<file path="config.mk">
export PLATFORM = sky130hd
export DESIGN_NAME = ctv_regs
export DESIGN_NICKNAME = d
export VERILOG_FILES = /design/src/hw/ctv_regs.v
export VERILOG_INCLUDE_DIRS = /design/src /design/src/hw
export SDC_FILE = /design/constraint.sdc
export NUM_CORES = 1
export LEC_CHECK = 0
export ABC_AREA = 1
export BUFFER_PORTS_ARGS = -buffer_cell sky130_fd_sc_hd__buf_2
export CAP_MARGIN = 20
export CORE_ASPECT_RATIO = 0.9
export CORE_MARGIN = 4
export CORE_UTILIZATION = 62
export CTS_BUF_LIST = sky130_fd_sc_hd__clkbuf_4 sky130_fd_sc_hd__clkbuf_8
export CTS_CLUSTER_DIAMETER = 100
export CTS_CLUSTER_SIZE = 12
export DETAILED_ROUTE_END_ITERATION = 7
export GPL_TIMING_DRIVEN = 0
export PLACE_DENSITY = 0.95
export SLEW_MARGIN = 10
export SYNTH_ARGS = -nofsm -noshare
export SYNTH_HDL_FRONTEND = slang
export SYNTH_SLANG_ARGS = --single-unit
</file>
<file path="constraint.sdc">
create_clock -name clock -period 10.5 [get_ports clock]
set_input_delay 2.1 -clock clock [delete_from_list [all_inputs] [get_ports clock]]
set_output_delay 2.1 -clock clock [all_outputs]
set_load 0.1 [all_outputs]
</file>
<file path="src/hw/ctv_map.vh">
// Functional notes
// RQ1: dtmf mode ignores code bit4, splits low/high
// RQ2: codes 0-2 give 8 hz warble pairs
// RQ3: listed codes give single tones
// RQ4: switch bits 7,6 close switches one, two
// RQ5: switch bit 5 closes switch three
// RQ6: bit 4 drives switches four/five in complement
// RQ7: bits 2..0 enable tone outputs three..one
// RQ8: detect control bit 7 turns function on
// RQ9: bits 6:5 pick detector threshold
// RQ10: bit 4 picks hangover 160 or 320 ms
// RQ11: bit 3 picks noise or received voice
// RQ12: bit 2 auto noise capture or external
// RQ13: bits 1:0 set external noise level
// RQ14: status read-only, bit 7 is detection
// RQ15: status bits 6:5 report silence band
// RQ16: status valid only while function enabled
// RQ17: status bits 7:5 reset to zero
// RQ18: tone mode bit picks dtmf or other table
// RQ19: tone send bit picks voice or tone
// RQ20: unassigned codes produce no tone
// RQ21: detection holds for hangover after level drops
// RQ22: switch bit 3 reads zero, ignores writes
`ifndef CTV_MAP_VH
`define CTV_MAP_VH
// register byte offsets
`define CTV_OFF_TONE      12'h010
`define CTV_OFF_SWITCH    12'h014
`define CTV_OFF_VOXCTL    12'h018
`define CTV_OFF_VOXSTAT   12'h01c
// register reset values
`define CTV_RST_TONE      8'h00
`define CTV_RST_SWITCH    8'h00
`define CTV_RST_VOXCTL    8'h00
// field positions
`define CTV_B_TABLE       7
`define CTV_B_SEND        6
`define CTV_B_VOX_ON      7
`define CTV_B_HANG        4
`define CTV_B_RXSRC       3
`define CTV_B_NSEL        2
`define CTV_SW_MASK       8'hf7
// hangover times in ms and clock rate in khz
`define CTV_HANG_SHORT_MS 160
`define CTV_HANG_LONG_MS  320
`define CTV_CLK_KHZ       25000
`define CTV_HANG_SHORT_CYC (`CTV_HANG_SHORT_MS * `CTV_CLK_KHZ)
`define CTV_HANG_LONG_CYC  (`CTV_HANG_LONG_MS * `CTV_CLK_KHZ)
// warble rate in hz and half period in cycles
`define CTV_WARBLE_HZ     8
`define CTV_WARBLE_HALF   (`CTV_CLK_KHZ * 1000 / (2 * `CTV_WARBLE_HZ))
// tone kinds
`define CTV_KIND_NONE     2'h0
`define CTV_KIND_DUAL     2'h1
`define CTV_KIND_WARBLE   2'h2
`define CTV_KIND_SINGLE   2'h3
`endif

</file>
<file path="src/hw/ctv_regs.v">
`timescale 1ns/1ps
`default_nettype none
`include "ctv_map.vh"
module ctv_regs #(
	// timing counts in clock cycles; defaults give the real times at
	// the nominal clock, a bench may shorten them to keep runs brief
	parameter HANG_SHORT = `CTV_HANG_SHORT_CYC, // short hangover cycles
	parameter HANG_LONG  = `CTV_HANG_LONG_CYC,  // long hangover cycles
	parameter WARBLE_HALF = `CTV_WARBLE_HALF    // half warble period
) (
	// clock and reset
	input  wire        clock,
	input  wire        rst,
	// apb slave
	input  wire        psel,
	input  wire        penable,
	input  wire        pwrite,
	input  wire [11:0] paddr,
	input  wire [31:0] pwdata,
	output reg  [31:0] prdata,
	output reg         pready,
	output reg         pslverr,
	// measured transmit level, bigger is louder, plus band of silence
	input  wire [7:0]  tx_level,
	input  wire [7:0]  tx_threshold_level,
	input  wire [1:0]  silence_band,
	input  wire [7:0]  rx_voice_level,
	// tone selection
	output reg  [1:0]  tone_kind,
	output reg  [11:0] tone_freq_a,
	output reg  [11:0] tone_freq_b,
	output reg         tone_transmit,
	// analog switches and tone outputs
	output reg         analog_switch_one,
	output reg         analog_switch_two,
	output reg         analog_switch_three,
	output reg         analog_switch_four,
	output reg         analog_switch_five,
	output reg         tone_output_one_enable,
	output reg         tone_output_two_enable,
	output reg         tone_output_three_enable,
	// voice activity controls
	output reg         voice_activity_function,
	output reg  [1:0]  threshold_code,
	output reg         rx_voice_pass,
	output reg  [7:0]  rx_noise_level,
	output reg         rx_noise_off,
	output reg         voice_detected_flag
);

	// software visible registers first, then private state; the status
	// image is rebuilt every cycle and never written by the bus
	reg  [7:0]  tone_mode_frequency_reg;     // tone mode and code
	reg  [7:0]  switch_and_tone_out_control; // switch bank
	reg  [7:0]  voice_detect_control;        // detector control
	reg  [7:0]  voice_detect_status;         // status image
	reg  [31:0] hang_cnt;                    // hangover countdown
	reg  [31:0] warble_cnt;                  // warble half-period count
	reg         warble_phase;                // which of the pair sounds
	reg  [7:0]  captured_noise;              // auto noise level
	reg         det;                         // raw detector state

	// bus decode; wr is held off in the repeated access cycle so that a
	// transfer stores once and the noise capture sees a single edge
	wire        acc  = psel && penable;      // access phase
	wire        wr   = acc && pwrite && !pready; // first access edge only
	// field taps of the tone and detector control registers
	wire [4:0]  code = tone_mode_frequency_reg[4:0];
	wire        dtmf = tone_mode_frequency_reg[`CTV_B_TABLE];
	wire        vox_on = voice_detect_control[`CTV_B_VOX_ON];
	wire        above = tx_level > tx_threshold_level;
	// decode results and read mux, all combinational
	reg  [1:0]  next_kind;
	reg  [11:0] next_fa;
	reg  [11:0] next_fb;
	reg  [31:0] rd;
	reg         hit;

	// register writes at the first access edge; the answer stage below
	// adds one wait state so every access phase lasts two cycles, which
	// gives the read mux a full cycle before prdata is registered
	always @(posedge clock or posedge rst) begin
		if (rst) begin
			tone_mode_frequency_reg     <= `CTV_RST_TONE;
			switch_and_tone_out_control <= `CTV_RST_SWITCH;
			voice_detect_control        <= `CTV_RST_VOXCTL;
		end else if (wr) begin
			case (paddr)
			// table select, send, route and code stored as written
			`CTV_OFF_TONE: tone_mode_frequency_reg <= pwdata[7:0];
			// unused bit 3 never stores [RQ22]
			`CTV_OFF_SWITCH: switch_and_tone_out_control <=
				pwdata[7:0] & `CTV_SW_MASK;
			// detector control stored whole, every bit has a meaning
			`CTV_OFF_VOXCTL: voice_detect_control <= pwdata[7:0];
			default: ; // status is read-only, writes dropped [RQ14]
			endcase
		end
	end

	// read mux and decode error for unmapped words; the upper 24 bits
	// always read zero since every register is one byte wide
	always @* begin
		hit = 1'b1;
		rd  = 32'h0;
		case (paddr)
		`CTV_OFF_TONE:    rd = {24'h0, tone_mode_frequency_reg};
		`CTV_OFF_SWITCH:  rd = {24'h0, switch_and_tone_out_control};
		`CTV_OFF_VOXCTL:  rd = {24'h0, voice_detect_control};
		`CTV_OFF_VOXSTAT: rd = {24'h0, voice_detect_status};
		// unmapped word: slave error, data left at zero
		default:          hit = 1'b0;
		endcase
	end

	// apb answer registered; pready pulses in the second access cycle
	// and falls again at once, so a master that holds its request sees
	// a ready pulse every second cycle; prdata is zero outside ready cycles to keep
	// stale register contents off the bus
	always @(posedge clock or posedge rst) begin
		if (rst) begin
			pready  <= 1'b0;
			pslverr <= 1'b0;
			prdata  <= 32'h0;
		end else begin
			pready  <= acc && !pready;
			// error only for a word with no register behind it
			pslverr <= acc && !pready && !hit;
			prdata  <= (acc && !pready && !pwrite) ? rd : 32'h0;
		end
	end

	// frequency decode by table and code; outputs are in hertz so the
	// synthesiser side needs no table of its own
	always @* begin
		next_kind = `CTV_KIND_NONE;
		next_fa   = 12'h0;
		next_fb   = 12'h0;
		if (dtmf) begin
			// code bit 4 is ignored [RQ1] [RQ18]
			next_kind = `CTV_KIND_DUAL;
			// low group from code bits 3:2
			case (code[3:2])
			2'h0: next_fa = 12'd697;
			2'h1: next_fa = 12'd770;
			2'h2: next_fa = 12'd852;
			default: next_fa = 12'd941;
			endcase
			// high group from code bits 1:0
			case (code[1:0])
			2'h0: next_fb = 12'd1209;
			2'h1: next_fb = 12'd1336;
			2'h2: next_fb = 12'd1477;
			default: next_fb = 12'd1633;
			endcase
		end else begin
			// other tones: only listed codes sound, the rest stay silent
			case (code)
			// warbled pairs [RQ2]
			5'h00: begin
				next_kind = `CTV_KIND_WARBLE;
				next_fa = 12'd2730;
				next_fb = 12'd2500;
			end
			5'h01: begin
				next_kind = `CTV_KIND_WARBLE;
				next_fa = 12'd2000;
				next_fb = 12'd2667;
			end
			5'h02: begin
				next_kind = `CTV_KIND_WARBLE;
				next_fa = 12'd1000;
				next_fb = 12'd1333;
			end
			// single tones [RQ3]
			5'h09: begin
				next_kind = `CTV_KIND_SINGLE;
				next_fa = 12'd400;
			end
			5'h0f: begin
				next_kind = `CTV_KIND_SINGLE;
				next_fa = 12'd1000;
			end
			5'h11: begin
				next_kind = `CTV_KIND_SINGLE;
				next_fa = 12'd1300;
			end
			5'h12: begin
				next_kind = `CTV_KIND_SINGLE;
				next_fa = 12'd1333;
			end
			5'h15: begin
				next_kind = `CTV_KIND_SINGLE;
				next_fa = 12'd2000;
			end
			5'h1c: begin
				next_kind = `CTV_KIND_SINGLE;
				next_fa = 12'd2667;
			end
			5'h1e: begin
				next_kind = `CTV_KIND_SINGLE;
				next_fa = 12'd2730;
			end
			default: next_kind = `CTV_KIND_NONE; // reserved, silent [RQ20]
			endcase
		end
	end

	// 8 hz warble: freq_a swaps with freq_b every half period; the
	// counter idles at zero for other kinds so a warble entered from
	// another kind starts on its first frequency
	always @(posedge clock or posedge rst) begin
		if (rst) begin
			warble_cnt   <= 32'h0;
			warble_phase <= 1'b0;
		end else if (next_kind != `CTV_KIND_WARBLE) begin
			// not warbling: park the counter and the phase
			warble_cnt   <= 32'h0;
			warble_phase <= 1'b0;
		end else if (warble_cnt >= WARBLE_HALF - 1) begin
			// half period done: sound the other frequency
			warble_cnt   <= 32'h0;
			warble_phase <= !warble_phase; // [RQ2]
		end else begin
			warble_cnt <= warble_cnt + 32'h1;
		end
	end

	// tone outputs registered so every pin comes from a flip-flop
	// and decode glitches never reach the synthesiser
	always @(posedge clock or posedge rst) begin
		if (rst) begin
			// no tone in reset; reset code 0 then decodes as the 2730/2500 warble
			tone_kind     <= `CTV_KIND_NONE;
			tone_freq_a   <= 12'h0;
			tone_freq_b   <= 12'h0;
			tone_transmit <= 1'b0;
		end else begin
			tone_kind     <= next_kind;
			// warble shows the sounding frequency on freq_a
			tone_freq_a   <= (next_kind == `CTV_KIND_WARBLE && warble_phase)
				? next_fb : next_fa;
			tone_freq_b   <= next_fb;
			tone_transmit <= tone_mode_frequency_reg[`CTV_B_SEND]; // [RQ19]
		end
	end

	// switch and tone output drivers
	// switch five is the complement of four, so it idles closed in reset
	always @(posedge clock or posedge rst) begin
		if (rst) begin
			analog_switch_one        <= 1'b0;
			analog_switch_two        <= 1'b0;
			analog_switch_three      <= 1'b0;
			analog_switch_four       <= 1'b0;
			analog_switch_five       <= 1'b1;
			tone_output_one_enable   <= 1'b0;
			tone_output_two_enable   <= 1'b0;
			tone_output_three_enable <= 1'b0;
		end else begin
			analog_switch_one   <= switch_and_tone_out_control[7]; // [RQ4]
			analog_switch_two   <= switch_and_tone_out_control[6]; // [RQ4]
			analog_switch_three <= switch_and_tone_out_control[5]; // [RQ5]
			// four and five always take opposite states
			analog_switch_four  <= switch_and_tone_out_control[4]; // [RQ6]
			analog_switch_five  <= !switch_and_tone_out_control[4]; // [RQ6]
			tone_output_one_enable   <= switch_and_tone_out_control[0]; // [RQ7]
			tone_output_two_enable   <= switch_and_tone_out_control[1]; // [RQ7]
			tone_output_three_enable <= switch_and_tone_out_control[2]; // [RQ7]
		end
	end

	// detector with hangover; disabled function clears it
	// the count reloads while the level is above threshold and runs
	// down only below it, so a short dip never drops the flag
	always @(posedge clock or posedge rst) begin
		if (rst) begin
			det      <= 1'b0;
			hang_cnt <= 32'h0;
		end else if (!vox_on) begin
			det      <= 1'b0; // [RQ8]
			hang_cnt <= 32'h0;
		end else if (above) begin
			// level above threshold: set and reload the hangover count
			det      <= 1'b1; // [RQ21]
			hang_cnt <= voice_detect_control[`CTV_B_HANG]
				? HANG_LONG : HANG_SHORT; // [RQ10]
		end else if (hang_cnt > 32'h1) begin
			// below threshold: count the hangover down
			hang_cnt <= hang_cnt - 32'h1;
		end else begin
			det      <= 1'b0; // [RQ21]
			hang_cnt <= 32'h0;
		end
	end

	// noise capture on receive source falling 1 to 0
	// limitation: the capture follows the bus write, not a pin, so only
	// a software change of the source bit takes a new level
	always @(posedge clock or posedge rst) begin
		if (rst) begin
			captured_noise <= 8'h0;
		end else if (wr && paddr == `CTV_OFF_VOXCTL &&
				voice_detect_control[`CTV_B_RXSRC] &&
				!pwdata[`CTV_B_RXSRC]) begin
			captured_noise <= rx_voice_level; // [RQ12]
		end
	end

	// voice activity control outputs and status image
	// the status image trails the detector by one cycle; a read in the
	// same cycle as a change shows the older value
	always @(posedge clock or posedge rst) begin
		if (rst) begin
			// every control output and the status image start cleared
			voice_activity_function <= 1'b0;
			threshold_code          <= 2'h0;
			rx_voice_pass           <= 1'b0;
			rx_noise_level          <= 8'h0;
			rx_noise_off            <= 1'b0;
			voice_detected_flag     <= 1'b0;
			voice_detect_status     <= 8'h00; // [RQ17]
		end else begin
			voice_activity_function <= vox_on; // [RQ8]
			threshold_code  <= voice_detect_control[6:5]; // [RQ9]
			rx_voice_pass   <= voice_detect_control[`CTV_B_RXSRC]; // [RQ11]
			// external code or the captured level, by the select bit
			rx_noise_level  <= voice_detect_control[`CTV_B_NSEL]
				? {6'h0, voice_detect_control[1:0]}
				: captured_noise; // [RQ12] [RQ13]
			rx_noise_off    <= voice_detect_control[`CTV_B_NSEL] &&
				voice_detect_control[1:0] == 2'h0; // [RQ13]
			// the flag is forced low while the function is off
			voice_detected_flag <= det && vox_on;
			// fields valid only with function on [RQ15] [RQ16]
			voice_detect_status <= vox_on
				? {det, silence_band, 5'h00} : 8'h00;
		end
	end

endmodule
`default_nettype wire
</file>
==> impl_metrics.toml <==
[critical_path]
cp-start-kind = "flip-flop"
worst-r2r-setup-slack_ns = 8.32
critPathMaxFanout = 1
reg2reg_from = "tone_mode_frequency_reg[3]$_DFFE_PP0P_"
cpMaxStageDelayCell = "dfstp_2"
crit_chain = "buf_2"
max_stage_delay_ns = 0.56
ff2ff_path_depth = 9
worst_setup_path_end_kind = "output port"
crit_family = "flip-flops"
path_buf_inv = 1
timing.rr.end = "tone_freq_a[1]$_DFF_PP0_"
crit_type = "reg -> out"
crit_required_ns = 8.40
worstPathArrival_ns = 1.44

[place]
io_buffers = 109
routabilityCongestion = 0.933
dp_hpwl_um = 13900
place_area_um2 = 8740
place_ws_ns = 6.79

[global_routing]
met2_usage = 0.467
grt_use_met3 = 0.0611
grt_pass1_wl_um = 31800
grtUsageMet1 = 0.338
grt_max_degree = 120
top_usage_layer = "met2"
gr-total-overflow = 0
grt_pass1_vias = 6825
antenna_found_initial = 0
gr-usage-all-layers = 0.273

[sta]
drv_slew = 0
tns_ns = 0
period_minus_slack_ns = 3.54
max_clock_freq_mhz = 283
final_hold_viol_count = 0
final-setup-viol-count = 0
slew_headroom = 0.617
min_period_over_period = 0.337
rsz0062_at_grt = "false"
tightestPinTransition_ns = 0.575
clock-skew-final_ns = 0.0178
setup_ws_ns = 6.96

[worst_hold_path]
min_to = "tone_output_one_enable$_DFF_PP0_"
min_path_cells = 0
min_from = "switch_and_tone_out_control[0]$_DFFE_PP0P_"
min_path_type = "reg -> reg"

[power_and_ir_drop]
p_clk_frac = 0.372
p_per_area_nw_per_um2 = 124
p_leak_nw = 4.86
p_switching_w = 0.000324
sequentialPowerShare = 0.544
vdd_ir_drop_max_mv = 0.0857
swShare = 0.288
pwr-share-comb = 0.084
intPower_w = 0.000802

[synthesis]
yosysTopAreaCell = "dfrtp_1"
synth_flop_cell = "dfrtp_1"
synth_seq_cells = 158
synth_edf_count = 0
avgSynthCellArea_um2 = 8.51
synth_cell_types = 35
synth_cells = 920
synth-async-reset-ratio = 1.00
synth.area.top_cells = "dfrtp_1 (50%), nand2_1 (8.8%), nor2_1 (6.7%), inv_1 (5.7%), ha_1 (3.8%)"
yosysSeqAreaShare = 0.505
syn_area_um2 = 7830
yosys_warnings = 0
synth_top_area_frac = 0.502

[final_layout]
post_route_cells_drive_above_1_share = 0.208
top_regs = "hang_cnt x32, warble_cnt x32"
diodes = 0
syn_to_final_growth_pct = 16.2
final_nets = 1182
stdcell_area_um2 = 9100

[floorplanning]
initial_core_util = 0.641
die_w_um = 126
fp.dieH_um = 115
io_pins = 158
die_area_um2 = 14500
coreArea_um2 = 12200
core.rowCount = 38

[route]
first_pass_iters = 6
detail_route.wl_per_cell_um = 15.2
vias_per_cell = 5.40
final_antenna_net_count = 0
drc_errors = 0
drtIter0Drc = 883
vias = 6784
routed_wl_um = 19000

[run_status]
status = "completed"

[clock_tree]
clk_latency_ns = 0.47
post_cts_buffers = 0
numCtsBuffers = 17
htreeDepth = 4
clk_pin_slew_ns = 0.09
root_buffer = "clkbuf_8"
post_cts_resized = 0
clock_sinks = 158
cts_max_path_buffers = 2
cts_tree = "yes"
postCtsHoldBufs = 0

[flow_run]
maxCapViolations = 0
-- power groups by stage --
| stage | clock network [W] | registers, W | logic, W |
|---|---|---|---|
| floorplan | 0 | 0.000630 | 0.0000666 |
| global placement | 0 | 0.000624 | 0.0000893 |
| detailed placement | 0 | 0.000624 | 0.0000936 |
| CTS | 0.000422 | 0.000612 | 0.0000939 |
| global route | 0.000455 | 0.000613 | 0.000101 |
| finish | 0.000419 | 0.000612 | 0.0000942 |
-- cells by family (layout without fill, tap and decap cells) --
logic type / after synthesis / count (layout) / share of synthesized area
compound gates: 88 / 88 / 0.0586
other cells: 1 / 35 / 0.000479
fa+ha+maj: 24 / 24 / 0.0383
buf+inv: 161 / 303 / 0.0950
flops: 158 / 158 / 0.505
simple gates: 452 / 452 / 0.262
xor+xnor: 36 / 36 / 0.0402
-- how the worst max path moves through the flow --
stage,start,end,slack [ns],cells past startpoint
CTS,analog_switch_five$_DFF_PP1_,analog_switch_five,6.96,1
detailed placement,tx_threshold_level[7],hang_cnt[4]$_DFF_PP0_,6.79,10
floorplan,rst,analog_switch_four$_DFF_PP0_,4.14,1
finish,analog_switch_five$_DFF_PP1_,analog_switch_five,6.96,1
global placement,rst,captured_noise[6]$_DFFE_PP0P_,2.76,2
global route,analog_switch_five$_DFF_PP1_,analog_switch_five,6.94,1
-- cell usage in the layout, fill, tap and decap left out, drive strengths merged --
master / n
dfstp: 1
or2: 1
conb: 35
dfrtp: 157
clkbuf: 21
inv: 129
a21oi: 20
nand2: 187
a31oi: 2
nor3b: 1
buf: 145
xnor2: 11
nand3b: 5
a21o: 1
o211ai: 2
nand4: 21
o21ai: 62
o22ai: 1
clkinvlp: 3
xor2: 25
nor3: 13
nor2: 166
ha: 24
clkinv: 5
nand3: 58
-- layer usage --
layer / share of wire / up-vias
li1: - / 3162
met4: 0.027 / 0
met5: 0 / -
met2: 0.50 / 325
met1: 0.39 / 3245
met3: 0.075 / 52
-- synthesized netlist by cell type (2+ instances only) --
master      n
ha_1       24
xor2_1     25
o21ai_1     9
buf_6       5
a21oi_1    18
o21ai_0    53
nor2_1    140
nand2_1   183
inv_1     118
buf_2       4
inv_2       4
a21oi_2     2
o211ai_1    2
dfrtp_1   157
nand4_1    20
nand2_2     4
nand3b_1    5
nor2_2     18
nor2_4      8
a31oi_1     2
nor3_1     11
buf_4      26
nand3_2     8
clkbuf_1    4
nand3_1    49
nor3_2      2
xnor2_1    11
-- through the flow --
step | cells | hold WS, ns | power, W | util
6_report | 1256 | 0.382 | 0.00113 | 0.745
5_1_grt | 1256 | 0.390 | 0.00117 | 0.745
4_1_cts | 1256 | 0.383 | 0.00113 | 0.745
3_5_place_dp | 1224 | 0.362 | 0.000718 | 0.715
3_3_place_gp | 1223 | 0.361 | 0.000714 | 0.713
2_1_floorplan | 954 | 0.354 | 0.000697 | -
-- layout make-up --
cell class                 count  area, µm²
sequential                   158       3960
fill                         801       3110
clock inverter                15        129
timing repair buffer         110        573
clock buffer                  17        234
tap                          160        200
buffer                        39        287
multi-input combinational    635       3260
inverter                     122        465
(Power assumes the default switching activity.)
